===== src/mmap_map.svh =====
`ifndef MMAP_MAP_SVH
`define MMAP_MAP_SVH
// ********************************************
// Register indices (byte address = index * 4)
// ********************************************
`define IDX_SIZE_READBACK 8'h1d
`define IDX_PAGE_SELECT 8'h30
`define RB_ROM_LSB 6
`define RB_PAG_LSB 0
`define PAGE_RST_ALL 6'h00
`define PAGE_RST_SPECIAL 6'h3c
// ********************************************
// Address map
// ********************************************
`define WIN_TOP 2'b10
`define LOW_TOP 2'b00
`define HIGH_TOP 2'b11
`define BDM_TOP 8'hff
`define ROM_SZ_NONE 2'b00
`define ROM_SZ_16K 2'b01
`define ROM_SZ_48K 2'b10
`define ROM_SZ_64K 2'b11
`define PART_128K 2'b00
`define PART_256K 2'b01
`define PART_512K 2'b10
`define PART_FIRST_128K 6'h38
`define PART_FIRST_256K 6'h30
`define PART_FIRST_512K 6'h20
// ********************************************
// Register block offsets
// ********************************************
`define OFF_PORT_A 10'h000
`define OFF_PORT_B 10'h001
`define OFF_DIR_A 10'h002
`define OFF_DIR_B 10'h003
`define OFF_PORT_E 10'h008
`define OFF_DIR_E 10'h009
`define OFF_PORT_K 10'h032
`define OFF_DIR_K 10'h033
`define OFF_SIZE_RB 10'h01d
`define OFF_PAGE 10'h030
`define PERIPH_SPAN 10'h010
`endif


===== src/mmap_pkg.sv =====
package mmap_pkg;
    typedef enum logic [2:0] {
        MD_SINGLE = 3'h0,
        MD_EXPANDED = 3'h1,
        MD_EMULATION = 3'h2,
        MD_SP_SINGLE = 3'h4,
        MD_SP_TEST = 3'h5,
        MD_SP_PERIPH = 3'h6
    } mode_t;
    typedef enum logic [1:0] {
        BS_IDLE = 2'b01,
        BS_ACK = 2'b10
    } bus_state_t;
    typedef struct packed {
        logic [15:0] base;
        logic [15:0] mask;
    } window_t;
    typedef struct packed {
        logic background_debug_space;
        logic regs;
        logic ram;
        logic eep;
        logic flash;
        logic ext;
    } select_t;
    typedef struct packed {
        logic [15:0] addr;
        logic [15:0] wdata;
        logic write;
        logic swap;
    } cpu_req_t;
    typedef struct packed {
        logic [15:0] background_debug_space;
        logic [15:0] regs;
        logic [15:0] ram;
        logic [15:0] eep;
        logic [15:0] flash;
        logic [15:0] ext;
    } src_rdata_t;
    typedef struct packed {
        bus_state_t bus;
        logic [7:0] rdata;
        logic [5:0] page;
        logic [1:0] rom_meta;
        logic [1:0] rom_sw;
        logic [1:0] pag_meta;
        logic [1:0] pag_sw;
        select_t sel;
        logic ecs_n;
        logic xcs_n;
        logic [1:0] pk_pins;
        logic [1:0] pk_oe;
        logic [15:0] cpu_rdata;
        logic [15:0] out_addr;
        logic [15:0] out_wdata;
        logic out_write;
    } mmap_state_t;
endpackage


===== src/memory_map_decode_paging.sv =====
`include "mmap_map.svh"

// Summary of operation
// - Size readback readable; writes change nothing
// - Readback shows live size and partition switches
// - Size field: none, 16K, 48K, 64K
// - Partition field gives off/on chip split
// - Page register readable; write permission option
// - Page resets 0x00 or 0x3C by option
// - Six index bits pick 16K window page
// - Bus page write effective next cycle
// - Call/return path updates page directly
// - Mux read sources, steer outbound, swap bytes
// - Decode space using mode and mapping
// - Emulation and external chip selects produced
// - At most one internal select active
// - Priority debug, regs, RAM, EEPROM, flash, external
// - Page windows decode at flash priority, above external only
// - Expanded: unclaimed external; ports A,B removed
// - Expanded with port E enable: E removed
// - Peripheral mode removes first 16 locations
// - Emulation with port K enable: K removed
// - Port K bit 7 emulation select, low
// - Port K bit 6 external select, low
// - Window internal or external by partition
module memory_map_decode_paging #(
    parameter logic WRITE_SPECIAL_ONLY = 1'b0
) (
    input wire logic ref_clk_i,
    input wire logic nrst_i,
    input wire logic [9:0] avs_address_i,
    input wire logic avs_read_i,
    input wire logic avs_write_i,
    input wire logic [31:0] avs_writedata_i,
    input wire logic [3:0] avs_byteenable_i,
    output logic [31:0] avs_readdata_o,
    output logic avs_waitrequest_o,
    input wire logic [1:0] rom_size_switches_i,
    input wire logic [1:0] paging_partition_switches_i,
    input wire mmap_pkg::mode_t mode_i,
    input wire logic port_e_emulation_enable_i,
    input wire logic port_k_emulation_enable_i,
    input wire logic background_debug_space_i,
    input wire logic [5:0] register_block_position_i,
    input wire logic ram_enable_i,
    input wire mmap_pkg::window_t ram_window_i,
    input wire logic eep_enable_i,
    input wire mmap_pkg::window_t eep_window_i,
    input wire logic rom_enable_i,
    input wire mmap_pkg::cpu_req_t cpu_req_i,
    input wire mmap_pkg::src_rdata_t src_rdata_i,
    input wire logic call_page_we_i,
    input wire logic [5:0] call_page_data_i,
    input wire logic [1:0] port_k_gpio_i,
    input wire logic [1:0] port_k_gpio_oe_i,
    output logic [15:0] cpu_rdata_o,
    output logic [15:0] out_addr_o,
    output logic [15:0] out_wdata_o,
    output logic out_write_o,
    output mmap_pkg::select_t select_o,
    output logic [5:0] page_index_bits_o,
    output logic emulation_chip_select_n_o,
    output logic external_chip_select_n_o,
    output logic [1:0] port_k_pins_o,
    output logic [1:0] port_k_oe_o
);

    // ********************************************
    // Helpers
    // ********************************************
    function automatic logic page_internal(
        input logic [5:0] page,
        input logic [1:0] part
    );
        logic r;
        r = 1'b1;
        unique case (part)
            `PART_128K: r = (page >= `PART_FIRST_128K);
            `PART_256K: r = (page >= `PART_FIRST_256K);
            `PART_512K: r = (page >= `PART_FIRST_512K);
            default: r = 1'b1;
        endcase
        return r;
    endfunction

    // Fixed (unpaged) flash ranges outside the program window
    function automatic logic rom_fixed_hit(
        input logic [1:0] top,
        input logic [1:0] rom_sw
    );
        logic r;
        r = 1'b0;
        unique case (rom_sw)
            `ROM_SZ_NONE: r = 1'b0;
            `ROM_SZ_16K: r = (top == `HIGH_TOP);
            `ROM_SZ_48K: r = (top != `LOW_TOP);
            default: r = 1'b1;
        endcase
        return r;
    endfunction

    function automatic logic win_hit(
        input logic [15:0] addr,
        input mmap_pkg::window_t w
    );
        return (addr & w.mask) == w.base;
    endfunction

    // ********************************************
    // Mode decode
    // ********************************************
    // Unused mode codes fall back to single-chip behaviour
    function automatic logic mode_expanded(
        input mmap_pkg::mode_t m
    );
        logic r;
        r = 1'b0;
        unique case (m)
            mmap_pkg::MD_SINGLE: r = 1'b0;
            mmap_pkg::MD_EXPANDED: r = 1'b1;
            mmap_pkg::MD_EMULATION: r = 1'b1;
            mmap_pkg::MD_SP_SINGLE: r = 1'b0;
            mmap_pkg::MD_SP_TEST: r = 1'b1;
            mmap_pkg::MD_SP_PERIPH: r = 1'b0;
            default: r = 1'b0;
        endcase
        return r;
    endfunction

    // Special modes also unlock a page register kept write protected
    function automatic logic mode_special(
        input mmap_pkg::mode_t m
    );
        logic r;
        r = 1'b0;
        unique case (m)
            mmap_pkg::MD_SINGLE: r = 1'b0;
            mmap_pkg::MD_EXPANDED: r = 1'b0;
            mmap_pkg::MD_EMULATION: r = 1'b0;
            mmap_pkg::MD_SP_SINGLE: r = 1'b1;
            mmap_pkg::MD_SP_TEST: r = 1'b1;
            mmap_pkg::MD_SP_PERIPH: r = 1'b1;
            default: r = 1'b0;
        endcase
        return r;
    endfunction

    // Removed locations fall to the external bus in expanded modes (no select in other modes), never to registers
    function automatic logic loc_removed(
        input logic [9:0] off,
        input mmap_pkg::mode_t m,
        input logic pe_en,
        input logic pk_en
    );
        logic r;
        r = 1'b0;
        if (mode_expanded(m) && (off == `OFF_PORT_A ||
            off == `OFF_PORT_B || off == `OFF_DIR_A ||
            off == `OFF_DIR_B)) begin
            r = 1'b1;
        end
        if (mode_expanded(m) && pe_en &&
            (off == `OFF_PORT_E || off == `OFF_DIR_E)) begin
            r = 1'b1;
        end
        if (m == mmap_pkg::MD_SP_PERIPH && off < `PERIPH_SPAN) begin
            r = 1'b1;
        end
        if (m == mmap_pkg::MD_EMULATION && pk_en &&
            (off == `OFF_PORT_K || off == `OFF_DIR_K)) begin
            r = 1'b1;
        end
        return r;
    endfunction

    // ********************************************
    // State
    // ********************************************
    localparam logic [5:0] PAGE_RESET = WRITE_SPECIAL_ONLY ?
        `PAGE_RST_SPECIAL : `PAGE_RST_ALL;

    localparam mmap_pkg::mmap_state_t RESET_ST = '{
        bus: mmap_pkg::BS_IDLE,
        rdata: 8'h00,
        page: PAGE_RESET,
        rom_meta: 2'h0,
        rom_sw: 2'h0,
        pag_meta: 2'h0,
        pag_sw: 2'h0,
        sel: '0,
        ecs_n: 1'b1,
        xcs_n: 1'b1,
        pk_pins: 2'h0,
        pk_oe: 2'h0,
        cpu_rdata: 16'h0000,
        out_addr: 16'h0000,
        out_wdata: 16'h0000,
        out_write: 1'b0
    };

    mmap_pkg::mmap_state_t st_reg;
    mmap_pkg::mmap_state_t st_next;

    logic expanded;
    logic emulation;
    logic special;
    logic [7:0] bus_idx;
    logic [7:0] readback;
    logic wr_ok;
    logic in_regs;
    logic [9:0] off;
    logic removed;
    logic in_win;
    logic flash_hit;
    logic emulation_chip_select;
    logic external_chip_select;
    mmap_pkg::select_t sel;
    logic [15:0] rd;

    // ********************************************
    // Next state
    // ********************************************
    always_comb begin
        st_next = st_reg;
        // Switches are static, but still synchronised as pins
        st_next.rom_meta = rom_size_switches_i;
        st_next.rom_sw = st_reg.rom_meta;
        st_next.pag_meta = paging_partition_switches_i;
        st_next.pag_sw = st_reg.pag_meta;

        expanded = mode_expanded(mode_i);
        emulation = (mode_i == mmap_pkg::MD_EMULATION);
        special = mode_special(mode_i);
        wr_ok = !WRITE_SPECIAL_ONLY || special;

        readback = 8'h00;
        readback[`RB_ROM_LSB +: 2] = st_reg.rom_sw;
        readback[`RB_PAG_LSB +: 2] = st_reg.pag_sw;

        // Register bus slave: answer one cycle after request
        bus_idx = avs_address_i[9:2];
        unique case (st_reg.bus)
            mmap_pkg::BS_IDLE: begin
                if (avs_read_i || avs_write_i) begin
                    st_next.bus = mmap_pkg::BS_ACK;
                    st_next.rdata = 8'h00;
                    if (bus_idx == `IDX_SIZE_READBACK) begin
                        st_next.rdata = readback;
                    end else if (bus_idx == `IDX_PAGE_SELECT) begin
                        st_next.rdata = {2'b00, st_reg.page};
                    end
                end
            end
            mmap_pkg::BS_ACK: begin
                st_next.bus = mmap_pkg::BS_IDLE;
                // Writes to the readback index fall through
                if (avs_write_i && avs_byteenable_i[0] && wr_ok &&
                    bus_idx == `IDX_PAGE_SELECT) begin
                    st_next.page = avs_writedata_i[5:0];
                end
            end
        endcase

        // Call/return path wins; the core never overlaps the two
        if (call_page_we_i) begin
            st_next.page = call_page_data_i;
        end

        // ********************************************
        // Address decode
        // ********************************************
        in_regs = cpu_req_i.addr[15:10] == register_block_position_i;
        off = cpu_req_i.addr[9:0];
        removed = loc_removed(off, mode_i, port_e_emulation_enable_i,
            port_k_emulation_enable_i);
        removed = removed && in_regs;

        // Window pages decode at the flash step, after debug, regs, RAM and EEPROM, so those stay visible
        in_win = cpu_req_i.addr[15:14] == `WIN_TOP;
        flash_hit = rom_enable_i && (in_win ?
            page_internal(st_reg.page, st_reg.pag_sw) :
            rom_fixed_hit(cpu_req_i.addr[15:14], st_reg.rom_sw));

        sel = '0;
        if (background_debug_space_i &&
            cpu_req_i.addr[15:8] == `BDM_TOP) begin
            sel.background_debug_space = 1'b1;
        end else if (in_regs && !removed) begin
            sel.regs = 1'b1;
        end else if (!in_regs && ram_enable_i &&
            win_hit(cpu_req_i.addr, ram_window_i)) begin
            sel.ram = 1'b1;
        end else if (!in_regs && eep_enable_i &&
            win_hit(cpu_req_i.addr, eep_window_i)) begin
            sel.eep = 1'b1;
        end else if (!in_regs && flash_hit) begin
            sel.flash = 1'b1;
        end else if (expanded) begin
            sel.ext = 1'b1;
        end
        st_next.sel = sel;

        // Chip selects toward the external bus
        emulation_chip_select = port_k_emulation_enable_i && emulation &&
            sel.flash;
        external_chip_select = port_k_emulation_enable_i && sel.ext &&
            !removed && !emulation_chip_select;
        st_next.ecs_n = !emulation_chip_select;
        st_next.xcs_n = !external_chip_select;
        if (port_k_emulation_enable_i) begin
            st_next.pk_pins = {!emulation_chip_select, !external_chip_select};
            st_next.pk_oe = 2'b11;
        end else begin
            st_next.pk_pins = port_k_gpio_i;
            st_next.pk_oe = port_k_gpio_oe_i;
        end

        // ********************************************
        // Bus control
        // ********************************************
        rd = 16'h0000;
        unique case (1'b1)
            sel.background_debug_space: rd = src_rdata_i.background_debug_space;
            sel.regs: begin
                if (off == `OFF_SIZE_RB) begin
                    rd = {8'h00, readback};
                end else if (off == `OFF_PAGE) begin
                    rd = {10'h000, st_reg.page};
                end else begin
                    rd = src_rdata_i.regs;
                end
            end
            sel.ram: rd = src_rdata_i.ram;
            sel.eep: rd = src_rdata_i.eep;
            sel.flash: rd = src_rdata_i.flash;
            sel.ext: rd = src_rdata_i.ext;
            default: rd = 16'h0000;
        endcase
        st_next.cpu_rdata = cpu_req_i.swap ?
            {rd[7:0], rd[15:8]} : rd;
        st_next.out_addr = cpu_req_i.addr;
        st_next.out_wdata = cpu_req_i.wdata;
        // Removed locations never write internal blocks
        st_next.out_write = cpu_req_i.write;
    end

    always_ff @(posedge ref_clk_i or negedge nrst_i) begin
        if (!nrst_i) begin
            st_reg <= RESET_ST;
        end else begin
            st_reg <= st_next;
        end
    end

    // ********************************************
    // Outputs
    // ********************************************
    assign avs_readdata_o = {24'h000000, st_reg.rdata};
    assign avs_waitrequest_o = st_reg.bus[0];
    assign cpu_rdata_o = st_reg.cpu_rdata;
    assign out_addr_o = st_reg.out_addr;
    assign out_wdata_o = st_reg.out_wdata;
    assign out_write_o = st_reg.out_write;
    assign select_o = st_reg.sel;
    assign page_index_bits_o = st_reg.page;
    assign emulation_chip_select_n_o = st_reg.ecs_n;
    assign external_chip_select_n_o = st_reg.xcs_n;
    assign port_k_pins_o = st_reg.pk_pins;
    assign port_k_oe_o = st_reg.pk_oe;

endmodule


===== config.mk =====
export PLATFORM = sky130hd
export DESIGN_NAME = memory_map_decode_paging
export DESIGN_NICKNAME = d
export VERILOG_FILES = /design/src/mmap_pkg.sv /design/src/memory_map_decode_paging.sv
export VERILOG_INCLUDE_DIRS = /design/src /design/src/src
export SDC_FILE = /design/constraint.sdc
export NUM_CORES = 1
export LEC_CHECK = 0
export BUFFER_PORTS_ARGS = -buffer_cell sky130_fd_sc_hd__buf_2
export CELL_PAD_IN_SITES_DETAIL_PLACEMENT = 0
export CELL_PAD_IN_SITES_GLOBAL_PLACEMENT = 1
export CORE_AREA = 4 4 142 144
export DETAILED_ROUTE_END_ITERATION = 7
export DIE_AREA = 0 0 146 148
export GPL_ROUTABILITY_DRIVEN = 0
export PLACE_DENSITY = 0.84
export SLEW_MARGIN = 20
export SYNTH_ARGS = -nofsm -noshare
export SYNTH_HDL_FRONTEND = slang
export SYNTH_SLANG_ARGS = --single-unit

===== constraint.sdc =====
create_clock -name ref_clk_i -period 5.8 [get_ports ref_clk_i]
set_input_delay 1.16 -clock ref_clk_i [delete_from_list [all_inputs] [get_ports ref_clk_i]]
set_output_delay 1.16 -clock ref_clk_i [all_outputs]
set_load 0.005 [all_outputs]

==> flow_summary.yaml, run 1 <==
worst_setup_path:
  worstReg2RegStart: "page_index_bits_o[5]$_DFFE_PN0P_"
  start_kind: "input port"
  worst-endpoint-arrival_ns: 4.38
  crit_family: "simple AND/OR/NAND/NOR gates"
  crit_required_ns: 6.04
  endpoint_kind: "flop"
  worst-path-buf-inv: 2
  critical_path.max_stage_delay_ns: 0.85
  crit_type: "in2reg"
  cp_max_fo: 15
  worstSetupStartpoint: "cpu_req_i[21]"
  critPathSlowestCell: "or4_1"
  crit_chain: "buf_2 -> and3_1 -> o22ai_1 -> or4_1 -> o31ai_2 -> buf_4 -> nand2b_1 -> o211ai_1 -> o2bb2a_4"
sta:
  setup_viol: 0
  setup_ws_ns: 1.66
  finalHoldViolations: 0
  setup_tns_ns: 0
  clock_skew_ns: 0.0106
  rsz0062_at_grt: "false"
  slew_violations: 0
  slew_headroom_pct: 19.8
  fmax_mhz: 241
  min_period_ns: 4.14
  worst_slew_pin_slew_ns: 1.19
  fin_crit_sh_pct: 71.4
power_and_ir_drop:
  ir_worst_vdd_v: 0.000129
  powerDensity_nw_per_um2: 223
  p_leak_nw: 3.67
floorplanning:
  core.rowCount: 50
  initial_core_util_pct: 29.9
  ios: 374
  core_area_um2: 18700
  dieHeight_um: 148
  fp.dieW_um: 146
  die_area_um2: 21600
synth:
  async_flop_share_pct: 100
  synth_seq_cells: 85
  ys_seq_area_share_pct: 38.1
  synth_cells: 591
  synth_flop_cell: "dfrtp_1"
  synth_edf_count: 0
  synth_top_area_share_pct: 36.7
  synth_area_leaders: "dfrtp_1, buf_4, mux2i_1"
  yosysUniqueCellTypes: 61
  synth_area_leader_cell: "dfrtp_1"
  synth.avg_cell_area_um2: 9.45
  yosys_warnings: 0
  syn-cell-area_um2: 5590
cts:
  cts_resized: 0
  ctsHoldBuffers: 0
  cts_sinks: 85
  cts_buffer_depth: 2
  clkSlewWorstSetupHoldPaths_ns: 0.08
  cts_htree_levels: 3
  worst_skew_pair.late_latency_ns: 0.35
  cts_tree: "done"
  cts_setup_buffers: 0
  cts_root_buffer: "clkbuf_16"
  cts_made_buffers: 9
placed_design:
  portBuffers: 318
  dpl.hpwl_mm: 17.2
  pre_cts_ws_ns: 1.28
  dp_cells: 1057
  place_area_um2: 6840
global_route:
  first_global_vias: 5276
  grt_max_degree: 47
  grtUsageTotal_pct: 18.6
  gr-total-overflow: 0
  antenna_found_initial: 4
  grt_pass1_wl_mm: 30.8
layout:
  nets: 1108
  drive_above_1_share_pct: 43.9
  layout.cells.non_filler: 1073
  diodes: 0
  syn_to_final_growth_pct: 27.7
  stdcell_area_um2: 7140
  n_fill_cell: 1934
min_path:
  holdCritPathClass: "reg2reg"
  hold_start: "st_next[66]$_DFF_PN0_"
routing:
  drtIter0Drc: 217
  drc_errors: 0
  drtAntennaViolNets: 0
  first_pass_iters: 4
  vias: 5227
  drt-vias-per-instance: 4.87
  wl_per_cell_um: 19.5
  wl_mm: 20.9
job:
  drv_cap: 0
outcome:
  status: "completed"
-- layer usage --
layer  vias to the layer above  part of all wire (%)  track usage [%]
met2                       202                    51             32.9
li1                       2503                     -                -
met4                         8                  0.97             4.47
met1                      2495                    42             23.0
met3                        19                   6.2             4.45
met5                         -                  0.20                0
-- cells in the mapped netlist, types with 5 or more instances --
cell type / number
inv_1: 43
nor2_1: 20
nand2b_1: 14
a2bb2oi_1: 6
dfrtp_1: 82
nand2_1: 38
a22o_1: 6
a221oi_1: 8
buf_4: 96
o21ai_0: 10
or4_1: 5
a21o_1: 7
mux2i_1: 18
clkbuf_1: 18
nor4_1: 26
a311o_1: 8
o211ai_1: 8
nor4b_1: 9
xor2_1: 6
and3_1: 15
xnor2_1: 10
o22a_1: 6
a21oi_1: 23
nand3_1: 17
a2111oi_4: 5
a211oi_1: 6
o2bb2a_4: 5
-- per-stage QoR --
step	hold slack [ns]	total power [W]	util [%]
after floorplan	0.331	0.000890	-
after global placement	0.333	0.00102	36.5
after detailed placement	0.337	0.00103	36.5
after CTS	0.350	0.00162	38.2
after global routing	0.348	0.00168	38.2
final	0.346	0.00159	38.2
-- worst paths after layout --
path	end	slack (ns)	cells past startpoint
setup / recovery	cpu_rdata_o[3]$_DFF_PN0_	1.66	9
hold / removal	readback[7]$_DFF_PN0_	0.35	0
setup reg to reg	cpu_rdata_o[1]$_DFF_PN0_	2.93	8
hold reg to reg	readback[7]$_DFF_PN0_	0.35	0
max in group asynchronous	st_next[66]$_DFF_PN0_	4.00	2
min in group asynchronous	cpu_rdata_o[0]$_DFF_PN0_	0.80	1
-- cell families (layout without fill, tap and decap cells) --
family          Yosys count  after routing  synth area share, %
compound gates          131            131                 20.8
xor+xnor                 16             16                 2.51
buf+inv                 162            387                 17.4
flops                    85             85                 38.1
mux                      18             18                 3.22
other cells               1             24               0.0671
simple gates            178            178                 17.9
-- report_power, final --
part	total (W)	leakage, nW	switching [W]	internal (W)
registers	0.000667	1.02	0.0000232	0.000643
logic	0.000345	2.50	0.000178	0.000167
clock network	0.000582	0.145	0.000276	0.000306
total	0.00159	3.67	0.000478	0.00112
-- cells in the final DEF (no fill, tap or decap), types with 7 or more instances in the layout --
cell type | synthesis | routed
buf_2 | 2 | 317
dfrtp_1 | 82 | 82
inv_1 | 43 | 43
nand2_1 | 38 | 38
nor4_1 | 26 | 26
conb_1 | 1 | 24
a21oi_1 | 23 | 23
nor2_1 | 20 | 20
mux2i_1 | 18 | 18
nand3_1 | 17 | 17
and3_1 | 15 | 15
nand2b_1 | 14 | 14
buf_4 | 96 | 11
xnor2_1 | 10 | 10
o21ai_0 | 10 | 10
nor4b_1 | 9 | 9
clkbuf_16 | 0 | 9
a311o_1 | 8 | 8
a221oi_1 | 8 | 8
o211ai_1 | 8 | 8
a21o_1 | 7 | 7
-- final cells by class --
class	instances	area [um^2]	share of cell area (%)
timing repair buffer	328	1670	23.4
tap	234	293	4.10
clock buffer	9	225	3.16
clock inverter	7	75.1	1.05
sequential	85	2130	29.9
inverter	43	161	2.26
multi-input combinational	367	2580	36.2
(Power assumes the default switching activity.)
==> inputs of run 2 (changes only) <==
--- a/config.mk
+++ b/config.mk
@@ -6,14 +6,15 @@
 export SDC_FILE = /design/constraint.sdc
 export NUM_CORES = 1
 export LEC_CHECK = 0
+export ABC_AREA = 1
 export BUFFER_PORTS_ARGS = -buffer_cell sky130_fd_sc_hd__buf_2
 export CELL_PAD_IN_SITES_DETAIL_PLACEMENT = 0
 export CELL_PAD_IN_SITES_GLOBAL_PLACEMENT = 1
-export CORE_AREA = 4 4 142 144
+export CORE_AREA = 4 4 144 181
 export DETAILED_ROUTE_END_ITERATION = 7
-export DIE_AREA = 0 0 146 148
+export DIE_AREA = 0 0 148 185
 export GPL_ROUTABILITY_DRIVEN = 0
-export PLACE_DENSITY = 0.84
+export PLACE_DENSITY = 0.79
 export SLEW_MARGIN = 20
 export SYNTH_ARGS = -nofsm -noshare
 export SYNTH_HDL_FRONTEND = slang
==> constraint.sdc (replaced) <==
create_clock -name ref_clk_i -period 3.5 [get_ports ref_clk_i]
set_input_delay 0.7 -clock ref_clk_i [delete_from_list [all_inputs] [get_ports ref_clk_i]]
set_output_delay 0.7 -clock ref_clk_i [all_outputs]
set_load 0.005 [all_outputs]
==> run 2 against run 1 <==
  * Power up 80%
  * Highest routed layer unchanged
  * Final area grew 11%
  * Sequential share of layout area is 2.9 points lower
  * Count of clock-buffer cells in the layout unchanged
  * Largest cell class unchanged
  * Worst setup slack lost 0.64 ns
  * First-iteration DRC count decreased by 7.4%
  * Utilization shrank 5.7 points
==> flow_summary.yaml, run 2 <==
layout:
  nets: 1428
  stdcell_area_um2: 7900
  layout.cells.non_filler: 1492
  final_common_cell: "buf_2"
  final_cell_mix: "buf_2, nand2_1, nand3_1"
  drive_above_1_share_pct: 34.7
  fin_util_pct: 32.5
  syn_to_final_growth_pct: 26.9
synth:
  yosysUniqueCellTypes: 41
  synth.avg_cell_area_um2: 6.85
  async_flop_share_pct: 100
  yosysMostFrequentCell: "nand2_1"
  synth_area_leaders: "dfrtp_1, nand2_1, buf_4"
  synth.top_cells.by_count: "nand2_1, nand3_1, buf_4, nor2_1, inv_1"
  synth_cells: 909
  synth_top_area_share_pct: 32.9
  synth_seq_cells: 85
  synth_flop_cell: "dfrtp_1"
  synth_edf_count: 0
  yosys_warnings: 0
  syn-cell-area_um2: 6230
  ys_seq_area_share_pct: 34.2
  synth_area_leader_cell: "dfrtp_1"
global_route:
  grt_pass1_wl_mm: 33.7
  grt_max_degree: 75
  grt_util_met2_pct: 30.6
  top_usage_layer: "met2"
  use_met3_pct: 4.09
  grtUsageTotal_pct: 16.3
  use_met1_pct: 17.3
  antenna_found_initial: 6
  gr-total-overflow: 0
  first_global_vias: 6132
floorplanning:
  die_area_um2: 27400
  core.rowCount: 64
  dieHeight_um: 185
  ios: 374
  initial_core_util_pct: 25.6
  fp.dieW_um: 148
  core_area_um2: 24300
cts:
  cts_sinks: 85
  cts_root_buffer: "clkbuf_16"
  cts_made_buffers: 9
  cts_htree_levels: 3
  clkSlewWorstSetupHoldPaths_ns: 0.08
  cts_setup_buffers: 0
  ctsHoldBuffers: 0
  worst_skew_pair.late_latency_ns: 0.36
  cts_resized: 0
  cts_tree: "done"
  cts_buffer_depth: 2
worst_setup_path:
  regToRegEndpoint: "cpu_rdata_o[14]$_DFF_PN0_"
  crit_required_ns: 3.78
  start_kind: "input port"
  endpoint_kind: "flop"
  worstReg2RegStart: "readback[7]$_DFF_PN0_"
  cp_max_fo: 34
  worst-endpoint-arrival_ns: 2.77
  rr_worst_depth: 12
  ff2ff_setup_slack_ns: 1.43
  crit_type: "in2reg"
sta:
  setup_tns_ns: 0
  slew_headroom_pct: 49.6
  setup_viol: 0
  slew_violations: 0
  worst_slew_pin_slew_ns: 0.749
  clock_skew_ns: 0.0100
  fin_crit_sh_pct: 71.0
  min_period_ns: 2.48
  finalHoldViolations: 0
  fmax_mhz: 402
  rsz0062_at_grt: "false"
routing:
  drc_errors: 0
  drtAntennaViolNets: 0
  drtIter0Drc: 201
  wl_per_cell_um: 15.6
  drt-vias-per-instance: 4.24
  vias: 6324
  wl_mm: 23.2
  first_pass_iters: 6
power_and_ir_drop:
  powerDensity_nw_per_um2: 362
  ir_worst_vdd_v: 0.000217
  p_leak_nw: 4.54
outcome:
  status: "completed"
placed_design:
  dp_cells: 1472
  dpl.hpwl_mm: 19.5
  place_area_um2: 7520
  portBuffers: 318
job:
  drv_cap: 0
min_path:
  holdCritPathClass: "in2async"
[run 2: kinds of logic after synthesis]
group	after synthesis	share of synthesized area [%]
XOR/XNOR	7	0.984
other	1	0.0602
buffers and inverters	223	20.4
AND/OR/NAND/NOR	551	40.2
flip-flops	85	34.2
AO/OA/AOI/OAI	42	4.18
[run 2: layer usage]
metal	part of all wire, %	vias to the layer above
met2	52	251
li1	-	3218
met5	0.15	-
met3	7.7	37
met4	2.6	6
met1	37	2812
[run 2: power breakdown]
group | leakage [nW] | switching [W] | total, W | internal, W
sequential | 1.03 | 0.0000329 | 0.00110 | 0.00106
clock | 0.169 | 0.000441 | 0.00115 | 0.000708
combinational | 3.34 | 0.000360 | 0.000618 | 0.000258
[run 2: area by class of cell]
cell class,count,area (um^2)
Multi-Input combinational cell,624,2920
Fill cell,2717,16400
Timing Repair Buffer,327,1680
Tap cell,330,413
Antenna cell,3,7.51
Inverter,107,402
Sequential cell,85,2130
Clock inverter,7,126
Clock buffer,9,225
[run 2: how the worst max path moves through the flow]
stage	startpoint	to	slack, ns	depth (start not counted)
2_1_floorplan	cpu_req_i[33]	cpu_rdata_o[0]$_DFF_PN0_	1.34	15
3_3_place_gp	avs_address_i[5]	page_index_bits_o[0]$_DFFE_PN0P_	0.61	7
3_5_place_dp	cpu_req_i[24]	cpu_rdata_o[6]$_DFF_PN0_	0.61	14
4_1_cts	cpu_req_i[24]	cpu_rdata_o[6]$_DFF_PN0_	0.97	14
5_1_grt	cpu_req_i[33]	cpu_rdata_o[2]$_DFF_PN0_	0.82	12
6_report	cpu_req_i[24]	cpu_rdata_o[6]$_DFF_PN0_	1.02	14
[run 2: critical path, stage by stage]
cell and delay, ns:
buf_2 0.17, nor2_1 0.21, nand2_1 0.13, nor2_1 0.19
nand2_1 0.14, nand2_2 0.10, nand2_2 0.08, nor2_8 0.40
nand3_1 0.19, nand2_1 0.17, inv_2 0.04, nand2_1 0.06
nand2_1 0.05, nand2_1 0.12
[run 2: stage by stage]
| step | worst slack [ns] | total power (W) | hold slack [ns] |
|---|---|---|---|
| 2_1_floorplan | 1.34 | 0.00150 | 0.331 |
| 3_3_place_gp | 0.613 | 0.00173 | 0.334 |
| 3_5_place_dp | 0.613 | 0.00174 | 0.335 |
| 4_1_cts | 0.975 | 0.00292 | 0.352 |
| 5_1_grt | 0.816 | 0.00304 | 0.243 |
| 6_report | 1.02 | 0.00286 | 0.239 |
==> inputs of run 3 (changes only) <==
--- a/config.mk
+++ b/config.mk
@@ -10,11 +10,11 @@
 export BUFFER_PORTS_ARGS = -buffer_cell sky130_fd_sc_hd__buf_2
 export CELL_PAD_IN_SITES_DETAIL_PLACEMENT = 0
 export CELL_PAD_IN_SITES_GLOBAL_PLACEMENT = 1
-export CORE_AREA = 4 4 144 181
+export CORE_AREA = 4 4 137 171
 export DETAILED_ROUTE_END_ITERATION = 7
-export DIE_AREA = 0 0 148 185
+export DIE_AREA = 0 0 141 175
 export GPL_ROUTABILITY_DRIVEN = 0
-export PLACE_DENSITY = 0.79
+export PLACE_DENSITY = 0.83
 export SLEW_MARGIN = 20
 export SYNTH_ARGS = -nofsm -noshare
 export SYNTH_HDL_FRONTEND = slang
==> constraint.sdc (replaced) <==
create_clock -name ref_clk_i -period 2.4 [get_ports ref_clk_i]
set_input_delay 0.48 -clock ref_clk_i [delete_from_list [all_inputs] [get_ports ref_clk_i]]
set_output_delay 0.48 -clock ref_clk_i [all_outputs]
set_load 0.005 [all_outputs]
==> run 3 against run 2 <==
  * Non-clock buffer count up 63
  * Global-route usage up 2.1 points
  * Register-to-register slack worse by 1.1 ns
  * Sequential power up 45%
  * Clock skew about the same
  * Largest power group is now sequential cells
==> flow_summary.yaml, run 3 (same netlist as run 2, synthesis figures left out) <==
worst_setup_path:
  cp_max_fo: 6
  worstSetupStartpoint: "cpu_req_i[24]"
  crit_type: "in2reg"
  critPathSlowestCell: "nor3_1"
  worst-endpoint-arrival_ns: 2.34
  crit_chain: "buf_2 -> nor2_1 -> buf_4 -> nand2_1 -> nor3_1 -> buf_4 -> nor2_1 -> nand2_1 -> nand2_1 -> nand3_1 -> nand3_1 -> nor2_1 -> nand2_1 -> nand2_1 -> nand2_1"
  crit_top_cell: "nand2_1"
  crit_required_ns: 2.63
  start_kind: "input port"
  ff2ff_setup_slack_ns: 0.35
  crit_family: "simple AND/OR/NAND/NOR gates"
  worst-path-buf-inv: 3
  endpoint_kind: "flop"
  worstReg2RegStart: "readback[1]$_DFF_PN0_"
  critical_path.max_stage_delay_ns: 0.34
placed_design:
  dpl.hpwl_mm: 20.1
  portBuffers: 318
  dp_cells: 1485
routing:
  wl_per_cell_um: 15.6
  m1WireLength_mm: 8.46
  wl_met3_mm: 1.98
  vias: 6637
  dr_wl_met2_mm: 12.2
  routed.top_layer: "met5"
  drc_errors: 0
  drt-vias-per-instance: 4.41
  drtIter0Drc: 208
  first_pass_iters: 5
  drtAntennaViolNets: 0
  wl_mm: 23.5
floorplanning:
  initial_core_util_pct: 28.8
  core_area_um2: 21600
  dieHeight_um: 175
  core.rowCount: 60
  ios: 374
  fp.dieW_um: 141
  die_area_um2: 24700
power_and_ir_drop:
  ir_worst_vdd_v: 0.000286
  p_leak_nw: 4.84
  powerDensity_nw_per_um2: 492
layout:
  multi_input_area_um2: 2910
  drive_above_1_share_pct: 38.0
  syn_to_final_growth_pct: 33.4
  layout.cells.non_filler: 1506
  n_fill_cell: 2364
  final_cell_mix: "buf_2, nand2_1, nand3_1"
  final-seq-area_um2: 2130
  final_common_cell: "buf_2"
  nets: 1491
sta:
  fmax_mhz: 472
  setup_viol: 0
  min_period_ns: 2.12
  finalHoldViolations: 0
  worst_slew_pin_slew_ns: 0.657
  fin_crit_sh_pct: 88.3
  slew_violations: 0
  holdWs_ns: 0.0466
  clock_skew_ns: 0.0100
  rsz0062_at_grt: "false"
  slew_headroom_pct: 55.8
cts:
  cts_made_buffers: 9
  cts_setup_buffers: 0
  worst_skew_pair.late_latency_ns: 0.34
  cts_buffer_depth: 2
  ctsHoldBuffers: 0
  cts_sinks: 85
  cts_htree_levels: 3
  cts_resized: 0
  cts_root_buffer: "clkbuf_16"
  clkSlewWorstSetupHoldPaths_ns: 0.07
  cts_tree: "done"
global_route:
  grtUsageTotal_pct: 18.4
  first_global_vias: 6590
  gr-total-overflow: 0
  grt_pass1_wl_mm: 35.1
  grt_max_degree: 38
  antenna_found_initial: 9
job:
  drv_cap: 0
min_path:
  holdCritPathClass: "in2async"
outcome:
  status: "completed"
## run 3: changes by cell type in the layout (fill, tap and decap cells not counted)
| cell | before | now |
|---|---|---|
| buf_12 | 0 | 4 |
| buf_4 | 9 | 69 |
| inv_6 | 2 | 1 |
| clkinvlp_4 | 1 | 0 |
| nor3_2 | 2 | 1 |
| clkbuf_8 | 0 | 1 |
| inv_8 | 1 | 2 |
| clkinv_4 | 0 | 2 |
| bufinv_16 | 3 | 1 |
| diode_2 | 3 | 5 |
| nor3_1 | 1 | 2 |
| buf_16 | 1 | 0 |
## run 3: path summary, 6_finish.rpt
| check | to | cells after the start |
|---|---|---|
| max | cpu_rdata_o[14]$_DFF_PN0_ | 15 |
| min | out_addr_o[10]$_DFF_PN0_ | 1 |
| max reg2reg | cpu_rdata_o[14]$_DFF_PN0_ | 13 |
| min reg2reg | readback[7]$_DFF_PN0_ | 0 |
| max in group asynchronous | avs_waitrequest_o$_DFFE_PN1P_ | 2 |
| min in group ref_clk_i | st_next[66]$_DFF_PN0_ | 1 |
## run 3: metrics by stage
stage          instance area (um^2)  TNS, ns  power (W)  setup slack, ns  util [%]
6_report                       8310        0    0.00409            0.281      38.4
5_1_grt                        8310        0    0.00434            0.112      38.4
4_1_cts                        8300        0    0.00416            0.272      38.4
3_5_place_dp                   7980   -0.896    0.00260          -0.0981      36.9
3_3_place_gp                   7980   -0.694    0.00259          -0.0923      36.9
2_1_floorplan                  6310        0    0.00219            0.461         -
## run 3: where the power goes
group	total, W	internal, W	switching (W)
clock	0.00153	0.000859	0.000669
sequential	0.00160	0.00155	0.0000487
combinational	0.000959	0.000425	0.000534
## run 3: layer usage
metal	GRT usage, %	vias up
li1	-	3339
met1	19.3	2939
met2	34.3	306
met3	4.65	47
met4	8.28	6
met5	0	-
## run 3: layout make-up
| cell class | count | area share (%) |
|---|---|---|
| antenna | 5 | 0.151 |
| clock buffer | 10 | 2.88 |
| clock inverter | 6 | 0.949 |
| inverter | 107 | 4.83 |
| multi-input combinational | 624 | 35.1 |
| sequential | 85 | 25.6 |
| tap | 279 | 4.20 |
| timing repair buffer | 390 | 26.3 |
